$ cat config.mk
export PLATFORM = sky130hd
export DESIGN_NAME = pmc_power_mode_controller
export DESIGN_NICKNAME = d
export VERILOG_FILES = /design/src/hw/pmc_pkg.sv /design/src/hw/pmc_power_mode_controller.sv
export SDC_FILE = /design/constraint.sdc
export NUM_CORES = 1
export LEC_CHECK = 0
export ABC_AREA = 1
export BUFFER_PORTS_ARGS = -buffer_cell sky130_fd_sc_hd__buf_2
export CORE_ASPECT_RATIO = 1.75
export CORE_MARGIN = 8
export CORE_UTILIZATION = 50
export DETAILED_ROUTE_END_ITERATION = 7
export GPL_TIMING_DRIVEN = 0
export PLACE_DENSITY = 0.79
export SETUP_SLACK_MARGIN = 0.1
export SLEW_MARGIN = 0
export SYNTH_ARGS = -nofsm -noshare
export SYNTH_HDL_FRONTEND = slang
export SYNTH_SLANG_ARGS = --single-unit
$ cat constraint.sdc
create_clock -name clk -period 2.55 [get_ports clk]
set_clock_uncertainty 0.15 [all_clocks]
set_input_delay 0.255 -clock clk [delete_from_list [all_inputs] [get_ports clk]]
set_output_delay 0.255 -clock clk [all_outputs]
set_load 0.03 [all_outputs]
$ cat src/hw/pmc_pkg.sv
// Package for the power-mode controller: register map, fields, states.
package pmc_pkg;

  // ----------------------------------------------------------------
  // Register byte offsets (chosen)
  // ----------------------------------------------------------------
  localparam logic [7:0] PMC_OFF_WAKE_CTRL = 8'h00;  // low_power_wake_control
  localparam logic [7:0] PMC_OFF_CLOCK_DIVIDER_REG = 8'h04;     // clock_divider_reg
  localparam logic [7:0] PMC_OFF_IFLAG5 = 8'h08;     // interrupt_flag_reg_five
  localparam logic [7:0] PMC_OFF_STATUS = 8'h0C;     // mode and clock status
  localparam logic [7:0] PMC_OFF_CONFIG = 8'h10;     // watchdog/monitor enables
  localparam logic [7:0] PMC_OFF_OSC = 8'h14;        // oscillator select

  // ----------------------------------------------------------------
  // Field positions
  // ----------------------------------------------------------------
  localparam int PMC_WC_ENABLE_BIT = 15;       // waker_module_enable
  localparam int PMC_WC_STOP_IDLE_BIT = 13;    // waker_stop_in_idle
  localparam int PMC_WC_SINK_BIT = 8;          // waker_current_sink_enable
  localparam int PMC_CD_ROI_BIT = 15;          // recover_on_interrupt
  localparam int PMC_CD_RATIO_LSB = 12;        // slowdown ratio [14:12]
  localparam int PMC_CD_DOZE_BIT = 11;         // cpu_slowdown_enable
  localparam int PMC_IF5_WAKER_BIT = 0;        // waker_event_flag
  localparam int PMC_CFG_WDT_EN_BIT = 0;       // watchdog enabled
  localparam int PMC_CFG_FCM_EN_BIT = 1;       // clock fail monitor enabled

  // ----------------------------------------------------------------
  // Reset values
  // ----------------------------------------------------------------
  localparam logic [15:0] PMC_RST_WAKE_CTRL = 16'h0000;
  localparam logic [15:0] PMC_RST_CLOCK_DIVIDER_REG = 16'h0000;   // ratio 1:1
  localparam logic [1:0] PMC_RST_CONFIG = 2'h0;
  localparam logic [2:0] PMC_RST_OSC = 3'h0;

  // Power-save instruction operand encodings
  localparam logic PMC_OP_SLEEP = 1'b0;
  localparam logic PMC_OP_IDLE = 1'b1;

  // Power modes, Gray coded along run -> entering -> low power -> wake
  typedef enum logic [1:0] {
    PMC_RUN = 2'b00,
    PMC_ENTER = 2'b01,
    PMC_LOW = 2'b11,
    PMC_WAKE = 2'b10
  } pmc_state_t;

  // Clock and freeze controls towards the rest of the chip
  typedef struct packed {
    logic sys_osc_on;      // system clock source running
    logic cpu_clk_en;      // CPU clock gate (includes doze pulses)
    logic periph_clk_en;   // system-clocked peripherals
    logic low_power_rc_osc_on;         // low_power_rc_osc running
    logic fcm_active;      // clock_fail_monitor may run
    logic pin_freeze;      // hold I/O directions and latches
    logic wdt_clear;       // one-cycle watchdog clear
  } pmc_clk_ctrl_t;

endpackage

$ cat src/hw/pmc_power_mode_controller.sv
// Power-mode controller: sleep/idle sequencing, pin waker and doze divider.
`timescale 1ns/1ns
`default_nettype none
module pmc_power_mode_controller
  import pmc_pkg::*;
#(
  parameter int RATIO_BITS = 3  // width of the slowdown ratio field
) (
  input wire logic clk,
  input wire logic rst_n,
  // AXI4-Lite slave
  input wire logic [7:0] s_axi_awaddr,
  input wire logic s_axi_awvalid,
  output logic s_axi_awready,
  input wire logic [31:0] s_axi_wdata,
  input wire logic [3:0] s_axi_wstrb,
  input wire logic s_axi_wvalid,
  output logic s_axi_wready,
  output logic [1:0] s_axi_bresp,
  output logic s_axi_bvalid,
  input wire logic s_axi_bready,
  input wire logic [7:0] s_axi_araddr,
  input wire logic s_axi_arvalid,
  output logic s_axi_arready,
  output logic [31:0] s_axi_rdata,
  output logic [1:0] s_axi_rresp,
  output logic s_axi_rvalid,
  input wire logic s_axi_rready,
  // CPU side
  input wire logic pwrsave_req,
  input wire logic pwrsave_op,
  input wire logic irq_pending,
  input wire logic wdt_timeout,
  input wire logic low_power_rc_osc_requested,
  input wire logic wake_sense_pin,
  // Outputs
  output pmc_clk_ctrl_t clk_ctrl,
  output logic pwrsave_done,
  output logic waker_sink_on,
  output logic [2:0] osc_select
);

  // ----------------------------------------------------------------
  // Elaboration check
  // ----------------------------------------------------------------
  // The ratio field is fixed at three bits in the divider register;
  // any other width would misplace the fields above it
  if (RATIO_BITS != 3) begin : g_bad_ratio
    $error("RATIO_BITS must be 3");
  end

  // ----------------------------------------------------------------
  // Pin synchroniser
  // ----------------------------------------------------------------
  // Stage one may be metastable and feeds nothing but stage two
  logic pin_meta;   // First stage, read only by pin_sync
  logic pin_sync;   // Safe pin level

  // Pin is asynchronous to clk, two flops before use
  // Both stages reset high: a charged capacitor reads high, so a reset
  // never looks like a discharge and cannot trip the waker
  always_ff @(posedge clk) begin
    if (!rst_n) begin
      pin_meta <= 1'b1;
      pin_sync <= 1'b1;
    end else begin
      pin_meta <= wake_sense_pin;
      pin_sync <= pin_meta;
    end
  end

  // ----------------------------------------------------------------
  // Registers
  // ----------------------------------------------------------------
  // Software-visible control bits; each holds its value across sleep except waker_event_flag, which a waker trip sets
  logic wc_enable;      // waker_module_enable
  logic wc_stop_idle;   // waker_stop_in_idle
  logic wc_sink;        // waker_current_sink_enable
  logic cd_roi;         // recover_on_interrupt
  logic [2:0] cd_ratio; // slowdown ratio
  logic cd_doze;        // cpu_slowdown_enable
  logic waker_event_flag;
  logic cfg_wdt_en;     // watchdog enabled
  logic cfg_fcm_en;     // clock fail monitor enabled
  logic [2:0] osc_sel;  // next_osc_select
  // Sequencer state and what was latched when the instruction was taken
  logic [2:0] osc_at_entry;
  pmc_state_t state;
  logic sleep_mode;     // Latched operand of the instruction

  // ----------------------------------------------------------------
  // AXI4-Lite write path
  // ----------------------------------------------------------------
  // Held halves of a write, each captured on its own handshake
  logic aw_held;
  logic w_held;
  logic [7:0] aw_addr;
  logic [31:0] w_data;
  logic [3:0] w_strb;
  // Commit only when both halves are held and no response is still waiting,
  // so a slow bready can never lose a second write
  wire do_write = aw_held && w_held && !s_axi_bvalid;
  wire wr_wc = do_write && (aw_addr == PMC_OFF_WAKE_CTRL);
  wire wr_cd = do_write && (aw_addr == PMC_OFF_CLOCK_DIVIDER_REG);
  wire wr_if5 = do_write && (aw_addr == PMC_OFF_IFLAG5);
  wire wr_cfg = do_write && (aw_addr == PMC_OFF_CONFIG);
  wire wr_osc = do_write && (aw_addr == PMC_OFF_OSC);
  wire wr_known = wr_wc || wr_cd || wr_if5 || wr_cfg || wr_osc ||
                  (do_write && aw_addr == PMC_OFF_STATUS);

  // Each channel takes one item, then refuses until the commit
  assign s_axi_awready = !aw_held;
  assign s_axi_wready = !w_held;

  // Accept address and data in either order, answer when both held
  always_ff @(posedge clk) begin
    if (!rst_n) begin
      aw_held <= 1'b0;
      w_held <= 1'b0;
      aw_addr <= 8'h00;
      w_data <= 32'h0000_0000;
      w_strb <= 4'h0;
      s_axi_bvalid <= 1'b0;
      s_axi_bresp <= 2'h0;
    end else begin
      // Capture the word address; byte bits are ignored
      if (s_axi_awvalid && !aw_held) begin
        aw_held <= 1'b1;
        aw_addr <= {s_axi_awaddr[7:2], 2'b00};
      end
      // Capture data and lane strobes
      if (s_axi_wvalid && !w_held) begin
        w_held <= 1'b1;
        w_data <= s_axi_wdata;
        w_strb <= s_axi_wstrb;
      end
      // Both halves held: release them and answer
      if (do_write) begin
        aw_held <= 1'b0;
        w_held <= 1'b0;
        s_axi_bvalid <= 1'b1;
        s_axi_bresp <= wr_known ? 2'h0 : 2'h2;  // SLVERR when unmapped
      end else if (s_axi_bready) begin
        // Response taken by the master
        s_axi_bvalid <= 1'b0;
      end
    end
  end

  // ----------------------------------------------------------------
  // Power mode sequencer
  // ----------------------------------------------------------------
  logic wake_evt;        // Any wake source
  logic waker_trip;      // Pin discharged below threshold in sleep
  wire in_sleep = (state == PMC_LOW) && sleep_mode;
  wire in_idle = (state == PMC_LOW) && !sleep_mode;
  wire waker_active = wc_enable && !(in_idle && wc_stop_idle);

  // The waker only trips in sleep: in idle or run the pin is ignored, and
  // the stop-in-idle bit only gates the sink
  assign waker_trip = in_sleep && waker_active && wc_sink && !pin_sync;
  // Wake sources are ignored in ENTER and act once LOW is reached if still pending
  assign wake_evt = irq_pending || wdt_timeout || waker_trip;

  // Sequence run -> enter -> low -> wake -> run
  // Entry always takes one full cycle, so an interrupt that arrives with the
  // instruction is only acted on once the low state is reached
  always_ff @(posedge clk) begin
    if (!rst_n) begin
      // Any reset wakes the device
      state <= PMC_RUN;
      sleep_mode <= 1'b0;
      osc_at_entry <= PMC_RST_OSC;
    end else begin
      unique case (state)
        PMC_RUN: begin
          // Instructions outside run are ignored
          if (pwrsave_req) begin
            // Remember the mode and the oscillator in use
            state <= PMC_ENTER;
            sleep_mode <= (pwrsave_op == PMC_OP_SLEEP);
            osc_at_entry <= osc_sel;
          end
        end
        // CPU clock gated and watchdog cleared (idle always, sleep only if enabled) during this one cycle
        PMC_ENTER: begin
          state <= PMC_LOW;
        end
        PMC_LOW: begin
          // Stay low until a wake source fires
          if (wake_evt) begin
            state <= PMC_WAKE;
          end
        end
        // One cycle of done; the core runs on from the next
        PMC_WAKE: begin
          state <= PMC_RUN;
        end
      endcase
    end
  end

  // ----------------------------------------------------------------
  // Waker flag and software registers
  // ----------------------------------------------------------------
  // Flag set wins over a software clear in the same cycle
  // so a wake that lands with the clear is never lost
  always_ff @(posedge clk) begin
    if (!rst_n) begin
      waker_event_flag <= 1'b0;
    end else if (waker_trip && wake_evt) begin
      waker_event_flag <= 1'b1;
    end else if (wr_if5 && w_strb[0]) begin
      // Software clears it after reading the wake source
      waker_event_flag <= w_data[PMC_IF5_WAKER_BIT];
    end
  end

  // Control registers, byte-lane writes
  always_ff @(posedge clk) begin
    if (!rst_n) begin
      wc_enable <= PMC_RST_WAKE_CTRL[PMC_WC_ENABLE_BIT];
      wc_stop_idle <= PMC_RST_WAKE_CTRL[PMC_WC_STOP_IDLE_BIT];
      wc_sink <= PMC_RST_WAKE_CTRL[PMC_WC_SINK_BIT];
      cd_roi <= PMC_RST_CLOCK_DIVIDER_REG[PMC_CD_ROI_BIT];
      cd_ratio <= PMC_RST_CLOCK_DIVIDER_REG[PMC_CD_RATIO_LSB +: 3];
      cd_doze <= PMC_RST_CLOCK_DIVIDER_REG[PMC_CD_DOZE_BIT];
      {cfg_fcm_en, cfg_wdt_en} <= PMC_RST_CONFIG;
      osc_sel <= PMC_RST_OSC;
    end else begin
      // All wake control fields sit in the upper byte lane
      if (wr_wc && w_strb[1]) begin
        wc_enable <= w_data[PMC_WC_ENABLE_BIT];
        wc_stop_idle <= w_data[PMC_WC_STOP_IDLE_BIT];
        wc_sink <= w_data[PMC_WC_SINK_BIT];
      end
      if (wr_cd && w_strb[1]) begin
        cd_roi <= w_data[PMC_CD_ROI_BIT];
        cd_ratio <= w_data[PMC_CD_RATIO_LSB +: 3];
        cd_doze <= w_data[PMC_CD_DOZE_BIT];
      end else if (cd_roi && cd_doze && irq_pending && state == PMC_RUN) begin
        // A software write in the same cycle takes priority
        cd_doze <= 1'b0;
      end
      // Watchdog and monitor enables, for clears and oscillator keep-alive
      if (wr_cfg && w_strb[0]) begin
        cfg_wdt_en <= w_data[PMC_CFG_WDT_EN_BIT];
        cfg_fcm_en <= w_data[PMC_CFG_FCM_EN_BIT];
      end
      // Oscillator select changes only while running
      // so the source latched at entry stays the one restored on wake
      if (wr_osc && w_strb[0] && state == PMC_RUN) begin
        osc_sel <= w_data[2:0];
      end
    end
  end

  // ----------------------------------------------------------------
  // Doze divider
  // ----------------------------------------------------------------
  // Seven bits cover the longest ratio of 128 clocks
  logic [6:0] doze_cnt;  // Counts peripheral clocks per CPU clock
  wire [6:0] doze_last = 7'((8'h01 << cd_ratio) - 8'h01);
  wire doze_tick = !cd_doze || (doze_cnt >= doze_last);

  // Free counter on clk keeps both domains phase aligned
  // Ticks on reaching the last count or beyond, so a ratio lowered in
  // mid-count takes effect at once instead of running on to the wrap
  always_ff @(posedge clk) begin
    if (!rst_n || !cd_doze || doze_tick) begin
      doze_cnt <= 7'h00;
    end else begin
      // Count clocks until the CPU gets its next pulse
      doze_cnt <= doze_cnt + 7'h01;
    end
  end

  // ----------------------------------------------------------------
  // Clock and freeze controls
  // ----------------------------------------------------------------
  // Controls are decoded straight from the state, so they change on the
  // same edge as the mode and need no extra pipeline stage
  wire low = (state == PMC_LOW);
  wire entering = (state == PMC_ENTER);
  assign clk_ctrl.sys_osc_on = !in_sleep;
  assign clk_ctrl.cpu_clk_en = !low && !entering && doze_tick;
  assign clk_ctrl.periph_clk_en = !in_sleep;
  assign clk_ctrl.fcm_active = cfg_fcm_en && !in_sleep;
  // RC kept alive in sleep only on request; otherwise also for watchdog or monitor
  assign clk_ctrl.low_power_rc_osc_on = in_sleep ? low_power_rc_osc_requested :
                            (cfg_wdt_en || cfg_fcm_en || low_power_rc_osc_requested);
  assign clk_ctrl.pin_freeze = in_sleep;
  // Clear in the entry cycle: sleep only if enabled, idle always
  assign clk_ctrl.wdt_clear = entering && (!sleep_mode || cfg_wdt_en);
  // Done flags the wake cycle to the core
  assign pwrsave_done = (state == PMC_WAKE);
  assign waker_sink_on = waker_active && wc_sink;
  // Outside run the core sees the oscillator latched at entry
  assign osc_select = (state == PMC_RUN) ? osc_sel : osc_at_entry;

  // ----------------------------------------------------------------
  // AXI4-Lite read path
  // ----------------------------------------------------------------
  // Word-aligned read address; unused fields read as zero
  wire [7:0] ra = {s_axi_araddr[7:2], 2'b00};
  wire [15:0] rd_wc = {wc_enable, 1'b0, wc_stop_idle, 4'h0, wc_sink, 8'h00};
  wire [15:0] rd_cd = {cd_roi, cd_ratio, cd_doze, 11'h000};
  wire [15:0] rd_st = {11'h000, sleep_mode, state, clk_ctrl.cpu_clk_en, pin_sync};
  logic [31:0] rd_mux;
  logic rd_hit;

  // Unmapped reads return zero with DECERR
  // Reads have no side effects, so a repeated read is always safe
  always_comb begin
    rd_mux = 32'h0000_0000;
    rd_hit = 1'b1;
    unique case (ra)
      PMC_OFF_WAKE_CTRL: rd_mux = {16'h0000, rd_wc};
      PMC_OFF_CLOCK_DIVIDER_REG: rd_mux = {16'h0000, rd_cd};
      PMC_OFF_IFLAG5: rd_mux = {31'h0, waker_event_flag};
      PMC_OFF_STATUS: rd_mux = {16'h0000, rd_st};
      PMC_OFF_CONFIG: rd_mux = {30'h0, cfg_fcm_en, cfg_wdt_en};
      PMC_OFF_OSC: rd_mux = {29'h0, osc_sel};
      default: rd_hit = 1'b0;
    endcase
  end

  // A new address is taken only once the previous data has been accepted
  assign s_axi_arready = !s_axi_rvalid;

  // One read in flight, data registered
  always_ff @(posedge clk) begin
    if (!rst_n) begin
      s_axi_rvalid <= 1'b0;
      s_axi_rdata <= 32'h0000_0000;
      s_axi_rresp <= 2'h0;
    end else if (s_axi_arvalid && !s_axi_rvalid) begin
      // Capture data for the address just taken
      s_axi_rvalid <= 1'b1;
      s_axi_rdata <= rd_mux;
      s_axi_rresp <= rd_hit ? 2'h0 : 2'h3;
    end else if (s_axi_rready) begin
      s_axi_rvalid <= 1'b0;
    end
  end

endmodule
`default_nettype wire
==> impl_results.rst, run 1 <==
.. list-table::
   :header-rows: 1

   * - Metric
     - Value
   * - FF-to-FF path depth
     - 7
   * - DR DRC count
     - 0
   * - Synthesis warning total
     - 0
   * - Type of the worst min-delay path
     - in2reg
   * - TritonCTS clock tree
     - yes
   * - Setup Viol. Count Final
     - 0
   * - Most common library cell in the layout ignoring fill and taps
     - nor2_1
   * - Adder-cell share of the synthesized area
     - 0.0326
   * - 1st-iter DRT viols
     - about 150
   * - Number of buffers on the longest clock path
     - 2
   * - Synthesized-area fraction occupied by xor and xnor cells
     - 0.00855
   * - Residual antenna-violating net count after detailed routing
     - 0
   * - Max Fanout on Critical Path
     - 8
   * - Full die area
     - 9010 um^2
   * - Chip width
     - 75.3 um
   * - Worst setup path end
     - clk_ctrl[5]
   * - First-pass GRT wire length
     - 12.8 mm
   * - Reported max-cap violation count
     - 0
   * - Initial antenna violation count
     - 0
   * - Sequential area share after synthesis
     - 0.410
   * - Critical path endpoint category
     - primary output
   * - Worst-path clk slew
     - ~70 ps
   * - Total design power
     - 2.26 mW
   * - Worst r2r src
     - cd_ratio[1]
   * - Weighted congestion at the end of routability-driven global placement
     - 0.914
   * - Final cell area excluding filler cells
     - ~3900 um^2
   * - Critical path launch point type
     - flip-flop
   * - Startpoint-to-endpoint class of the critical path
     - reg2out
   * - P_int
     - 1.61 mW
   * - Launching instance or port of the critical path
     - cd_ratio[2]
   * - Number of vias in the routed layout
     - 3049
   * - Number of hold-slack violations in the final timing report
     - 0
   * - Sequential cell area
     - ~1300 um^2
   * - Number of global-route vias before repair
     - 2945
   * - Portion of total power attributed to combinational logic
     - 0.147
   * - Final wirelength
     - 8.05 mm
   * - Clk_lat worst skew
     - 350 ps
   * - Transition time at the pin with the least slew margin
     - 603 ps
   * - Maximum clock rate
     - 431 MHz
   * - Synth Area in Simple Gates
     - 0.281
   * - Area of the multi-input gates
     - 1490 um^2
   * - Routed length per placed instance
     - 12.8 um
   * - Clock buffers created by TritonCTS
     - 9
   * - Total power per unit cell area
     - 574 nW/um^2
   * - LEAKAGE
     - about 1.9 nW
   * - RSZ-0062 raised after global routing
     - false
   * - Overall overflow remaining after global route
     - 0
   * - Smallest setup slack after layout
     - 232 ps
   * - Post-synthesis mux area share
     - 0
   * - Layout cell share with drive strength beyond 1
     - 0.236
   * - GRT Resource Usage Total
     - 0.181
   * - Util after Layout
     - 0.646
   * - Count of antenna diodes in the layout
     - 0
   * - Synthesized area per cell
     - 7.08 um^2
   * - Switching component of the power
     - between 0.6 and 0.7 mW
   * - Largest net degree at the start of global routing
     - 12
   * - Min cycle time layout
     - ~2300 ps
   * - Critical path required time
     - between 2000 and 2500 ps
   * - Instance area after placement
     - 3580 um^2
   * - Area growth syn-to-layout
     - 27.9%
   * - Number of max-slew violations in the final report
     - 0
   * - Switching part of the total power
     - 0.285
   * - Largest vdd supply drop
     - ~0.35 mV
   * - Clock sink count
     - 63
   * - Netlist area before placement
     - 3070 um^2
   * - Share of the synthesized area in compound gates (AO/OA/AOI/OAI)
     - 0.133
   * - Number of rows in the core area
     - 38
   * - Post-synth cell types
     - 32
   * - Detail Placement HPWL
     - 6.16 mm
   * - Main combinational cell family by area after synthesis
     - simple AND/OR/NAND/NOR gates
   * - Root buffer selected by CTS
     - clkbuf_8
   * - H-tree depth
     - 3
   * - Clock power share
     - 0.383
   * - Commonest cells after routing, fill and taps aside
     - 77 x nor2_1, 74 x nand2_1, 67 x buf_2
   * - Postcts setup bufs
     - 0
   * - Placement Setup Slack
     - 516 ps
   * - Number of buffer cells added on primary ports
     - 66
   * - Core region area
     - between 6000 and 7000 um^2
   * - Critical register-to-register path endpoint
     - doze_cnt[2]
   * - Number of top-level pins
     - roughly 120
   * - 1st-pass router iterations
     - 4
   * - Chip Height
     - 120 um
   * - Number of synthesized register bits
     - 63
   * - Fraction of power consumed by sequential logic
     - 0.470
   * - Max-slew headroom at the worst pin
     - 0.596
   * - FILL cells
     - 587
   * - Result of the run
     - finished, final reports clean
   * - Period utilisation layout
     - 0.909
   * - Final nets
     - 619
   * - Starting density of the core
     - 0.505
   * - Vias per cell
     - between 4 and 5
   * - Reg-to-reg slack, setup
     - 550 ps
   * - Number of standard cells after synthesis
     - 434
   * - Final sum of negative setup slack
     - 0 ps
   * - Arr. time, crit path
     - 1910 ps
[power groups by stage]
| stage | Combinational, mW | Sequential, mW | Clock (mW) |
|---|---|---|---|
| after floorplan | 0.212 | 1.09 | 0 |
| after global placement | 0.305 | 1.08 | 0 |
| after detailed placement | 0.311 | 1.08 | 0 |
| after CTS | 0.329 | 1.06 | 0.877 |
| after global routing | 0.365 | 1.06 | 0.918 |
| final | 0.331 | 1.06 | 0.865 |
[final cells by class]
class	instances	share of cell area
Clock inverter	6	0.0153
Timing Repair Buffer	80	0.120
Buffer	33	0.0563
Inverter	51	0.0487
Sequential cell	63	0.321
Tap cell	80	0.0255
Clock buffer	10	0.0350
Multi-Input combinational cell	308	0.378
[how the worst min path moves through the flow]
stage	from	to	slack [ps]	cells past startpoint
after floorplan	pwrsave_op	sleep_mode	200	1
after global placement	pin_meta	pin_sync	250	1
after detailed placement	pin_meta	pin_sync	250	1
after CTS	s_axi_awvalid	aw_held	3	3
after global routing	s_axi_awvalid	aw_held	20	3
final	s_axi_awvalid	aw_held	10	3
[critical path: stages (launching register included)]
cell      delay [ps]
dfxtp_1          300
clkbuf_2         150
nor2_2           120
nand2_1           60
ha_1             280
inv_1             40
nand2_1           50
nand2_1           50
nand2_1           60
nand2_1          110
a21oi_2          160
buf_4            170
[Yosys cell counts (all sizes together)]
library cell / n / area (um^2)
o21a: 1 / 7.51
clkbuf: 6 / 22.5
o21ai: 36 / 180
nor2: 82 / 328
a21oi: 29 / 145
a31oi: 6 / 37.5
xnor2: 1 / 8.76
or2: 3 / 18.8
ha: 8 / 100
inv: 50 / 188
nand4: 1 / 6.26
nor3: 5 / 41.3
buf: 27 / 198
nand2: 79 / 309
nor3b: 1 / 7.51
nand3b: 2 / 15.0
clkinv: 1 / 3.75
nand3: 25 / 138
o211ai: 1 / 7.51
a211oi: 3 / 22.5
conb: 1 / 3.75
xor2: 2 / 17.5
o21bai: 1 / 7.51
dfxtp: 63 / 1260
[logic make-up after synthesis]
group | after synthesis
fa+ha+maj | 8
buf+inv | 84
simple gates | 198
other cells | 1
compound gates | 77
xor+xnor | 3
flops | 63
[sequential cells by signal, summed over array words and instances (netlist names), 2 cells and up]
register,cells
cd_ratio,3
w_data,9
state,2
w_strb,2
s_axi_rdata,11
doze_cnt,7
aw_addr,6
osc_at_entry,3
osc_sel,3
[stage by stage]
step                std cells  hold slack, ps
detailed placement        601             251
global route              631            18.2
global placement          601             253
floorplan                 455             195
CTS                       631            2.58
finish                    631            10.5
[routing by layer]
layer / part of all wire / vias to the layer above / track usage
met1: 0.39 / 1354 / 0.187
li1: - / 1570 / -
met3: 0.086 / 21 / 0.0576
met4: 0.034 / 0 / 0.0969
met2: 0.49 / 104 / 0.310
met5: 0 / - / 0
[repair_timing]
action	CTS	global route
resized for setup	0	6
endpoints found under the setup margin	0	1
hold buffers	14	0
hold endpoints to repair	14	0
(Power assumes the default switching activity.)
==> inputs of run 2 (changes only) <==
--- a/config.mk
+++ b/config.mk
@@ -6,13 +6,16 @@
 export NUM_CORES = 1
 export LEC_CHECK = 0
 export ABC_AREA = 1
+export ABC_CLOCK_PERIOD_IN_PS = 2550
 export BUFFER_PORTS_ARGS = -buffer_cell sky130_fd_sc_hd__buf_2
 export CORE_ASPECT_RATIO = 1.75
 export CORE_MARGIN = 8
 export CORE_UTILIZATION = 50
 export DETAILED_ROUTE_END_ITERATION = 7
+export GPL_ROUTABILITY_DRIVEN = 0
 export GPL_TIMING_DRIVEN = 0
 export PLACE_DENSITY = 0.79
+export REMOVE_ABC_BUFFERS = 1
 export SETUP_SLACK_MARGIN = 0.1
 export SLEW_MARGIN = 0
 export SYNTH_ARGS = -nofsm -noshare
==> run 2 against run 1 <==
Hold slack worse by 4.9 ps. Count of clock-buffer cells in the layout up 3. Die area unchanged. Core utilization down 4.2 points. Sequential power about the same. Final area down 6.5%. Cell count down 5.9%. Maximum frequency up 1.9%. Power down 0.59%. Critical endpoint unchanged.
==> impl_results.rst, run 2 (synthesis gave the netlist of run 1 again) <==
.. list-table::
   :header-rows: 1

   * - Metric
     - Value
   * - Vias per cell
     - 4.94 (+2.3%)
   * - Worst setup path end
     - clk_ctrl[5]
   * - Startpoint-to-endpoint class of the critical path
     - reg2out
   * - DR DRC count
     - 0 (unchanged)
   * - Commonest cells after routing, fill and taps aside
     - 78 x nor2_1, 74 x nand2_1, 66 x buf_2
   * - 1st-iter DRT viols
     - 229 (+54%)
   * - Period utilisation layout
     - 0.892 (-0.0172)
   * - H-tree depth
     - 3 (unchanged)
   * - Number of global-route vias before repair
     - 2757 (-6.4%)
   * - Largest register FFs
     - 11 (unchanged)
   * - Layout cell share with drive strength beyond 1
     - 0.196 (-0.0394)
   * - Transition time at the pin with the least slew margin
     - 600 ps (-3.35 ps)
   * - Area growth syn-to-layout
     - 19.5%
   * - Critical path endpoint category
     - primary output
   * - Switching part of the total power
     - 0.270 (-0.0151)
   * - GRT Resource Usage Total
     - 0.170 (-0.0118)
   * - TritonCTS clock tree
     - yes
   * - Number of stages on the worst setup path
     - 10 (-1)
   * - Critical register-to-register path endpoint
     - doze_cnt[2]
   * - Chip Height
     - 120 um (unchanged)
   * - Slowest cell delay on critical path
     - 360 ps (+60 ps)
   * - Registers with the highest flip-flop counts
     - s_axi_rdata x11, w_data x9, doze_cnt x7
   * - Largest net degree at the start of global routing
     - 40 (+28)
   * - Cell chain of the critical path
     - nor2_1 -> nand2_1 -> ha_1 -> inv_1 -> nand2_1 -> nand2_1 -> nand2_1 -> nand2_1 -> a21oi_1 -> buf_2
   * - Overall overflow remaining after global route
     - 0 (unchanged)
   * - Fraction of power consumed by sequential logic
     - 0.472 (+0.002)
   * - Reg-to-reg slack, setup
     - 640 ps (+90 ps)
   * - Reported max-cap violation count
     - 0 (unchanged)
   * - Routed length per placed instance
     - 12.4 um (-3.1%)
   * - Postcts setup bufs
     - 0 (unchanged)
   * - Worst path bufs/invs
     - 2 (-1)
   * - Final sum of negative setup slack
     - 0 ps (unchanged)
   * - Number of max-slew violations in the final report
     - 0 (unchanged)
   * - Total power per unit cell area
     - 610 nW/um^2 (+6.3%)
   * - Chip width
     - 75.3 um (unchanged)
   * - Number of top-level pins
     - 118 (unchanged)
   * - Min cycle time layout
     - 2270 ps (-43.8 ps)
   * - 1st-pass router iterations
     - 5 (+1)
   * - LEAKAGE
     - 1.71 nW (-8.5%)
   * - Maximum clock rate
     - 440 MHz (+1.9%)
   * - Arr. time, crit path
     - 1870 ps (-40 ps)
   * - Critical path launch point type
     - flip-flop
   * - First-pass GRT wire length
     - 11.9 mm (-6.6%)
   * - Kind of cell adding the most delay to the critical path
     - simple AND/OR/NAND/NOR gates
   * - Clock buffers created by TritonCTS
     - 9 (unchanged)
   * - Worst r2r src
     - cd_ratio[0]
   * - Portion of total power attributed to combinational logic
     - 0.129 (-0.018)
   * - FF-to-FF path depth
     - 7 (unchanged)
   * - Clock power share
     - 0.400 (+0.017)
   * - Detail Placement HPWL
     - 5.49 mm (-11%)
   * - Setup Viol. Count Final
     - 0 (unchanged)
   * - Launching instance or port of the critical path
     - cd_ratio[1]
   * - Root buffer selected by CTS
     - clkbuf_8
   * - Critical path required time
     - 2140 ps (about the same)
   * - Max-slew headroom at the worst pin
     - 0.598 (+0.00224)
   * - Count of antenna diodes in the layout
     - 0 (unchanged)
   * - Initial antenna violation count
     - 0 (unchanged)
   * - Slowest cell on crit path
     - dfxtp_2
   * - P_int
     - 1.64 mW (+1.5%)
   * - Core region area
     - 6090 um^2 (unchanged)
   * - Most prevalent standard cell on the critical path
     - nand2_1
   * - Max Fanout on Critical Path
     - 7 (-1)
   * - Clock sink count
     - 63 (unchanged)
   * - Residual antenna-violating net count after detailed routing
     - 0 (unchanged)
   * - Worst-path clk slew
     - 60 ps (about the same)
   * - Result of the run
     - finished, final reports clean
   * - Number of rows in the core area
     - 38 (unchanged)
   * - Final wirelength
     - 7.34 mm (-8.8%)
   * - Number of vias in the routed layout
     - 2935 (-3.7%)
   * - Type of the worst min-delay path
     - in2reg
   * - Starting density of the core
     - 0.505 (unchanged)
   * - RSZ-0062 raised after global routing
     - false
   * - Most common library cell in the layout ignoring fill and taps
     - nor2_1
   * - Clk_lat worst skew
     - 340 ps (about the same)
   * - Final nets
     - 582 (-6.0%)
   * - Sequential cell area
     - 1260 um^2 (+0.20%)
   * - FILL cells
     - 596 (+1.5%)
   * - Full die area
     - 9010 um^2 (unchanged)
   * - Number of buffers on the longest clock path
     - 2 (unchanged)
   * - Largest vdd supply drop
     - 0.472 mV (+37%)
   * - Number of buffer cells added on primary ports
     - 66 (unchanged)
   * - Switching component of the power
     - 0.605 mW (-5.9%)
   * - Register with the most flip-flops
     - s_axi_rdata
   * - Number of hold-slack violations in the final timing report
     - 0 (unchanged)
   * - Area of the multi-input gates
     - 1480 um^2 (-0.42%)
   * - Util after Layout
     - 0.604 (-0.0421)
## run 2: cell types whose count changed in the layout (fill, tap and decap cells not counted), sizes merged
cell         change
buf             -27
dlygate4sd3      -4
clkbuf           -3
clkinvlp         -2
clkinv           -1
## run 2: stage by stage
stage / setup WS [ps] / total power, mW / instance area (um^2) / std cells / hold WS, ps
2_1_floorplan: 612 / 1.26 / 2930 / 422 / 194
3_3_place_gp: 417 / 1.35 / 3360 / 568 / 248
3_5_place_dp: 369 / 1.35 / 3360 / 568 / 255
4_1_cts: 214 / 2.26 / 3670 / 594 / 0.544
5_1_grt: 119 / 2.34 / 3670 / 594 / 14.4
6_report: 276 / 2.24 / 3670 / 594 / 5.52
## run 2: worst min path at each step
stage / startpoint / to / slack [ps] / cells after the start
CTS: s_axi_wdata[12] / w_data[12] / 0.5 / 3
global placement: pin_meta / pin_sync / 250 / 1
global route: s_axi_wdata[12] / w_data[12] / 10 / 3
detailed placement: pin_meta / pin_sync / 260 / 1
finish: s_axi_wdata[12] / w_data[12] / 6 / 3
floorplan: pwrsave_op / sleep_mode / 190 / 1
## run 2: cell type report
type,instances,area share
Clock buffer,13,0.0460
Clock inverter,3,0.0109
Inverter,51,0.0521
Sequential cell,63,0.344
Timing Repair Buffer,76,0.117
Tap cell,80,0.0272
Multi-Input combinational cell,308,0.403
## run 2: power by group through the flow
stage	sequential (mW)	clock (mW)	combinational [mW]
6_report	1.06	0.897	0.288
2_1_floorplan	1.09	0	0.173
5_1_grt	1.06	0.961	0.320
3_5_place_dp	1.08	0	0.275
4_1_cts	1.06	0.916	0.288
3_3_place_gp	1.08	0	0.270
## run 2: repair_timing
item,in CTS,in global routing
gates resized for setup,0,2
endpoints found under the setup margin,0,1
hold buffers,10,0
endpoints found under the hold margin,10,0
## run 2: metal layers
layer,global-route usage,routed length [um],part of all wire,up-vias
met3,0.0485,633,0.086,27
met5,0,0,0,-
met1,0.167,2710,0.37,1310
li1,-,-,-,1492
met4,0.113,282,0.038,0
met2,0.291,3720,0.51,106
## run 2: worst reg2reg max path, cell delays in order, from the launching register on
cell and delay (ps):
dfxtp_1 420, nand3_1 100, ha_1 300, nand2_1 80, nand3b_1 70, nor2_1 190
nand3_1 270, nor3b_1 250
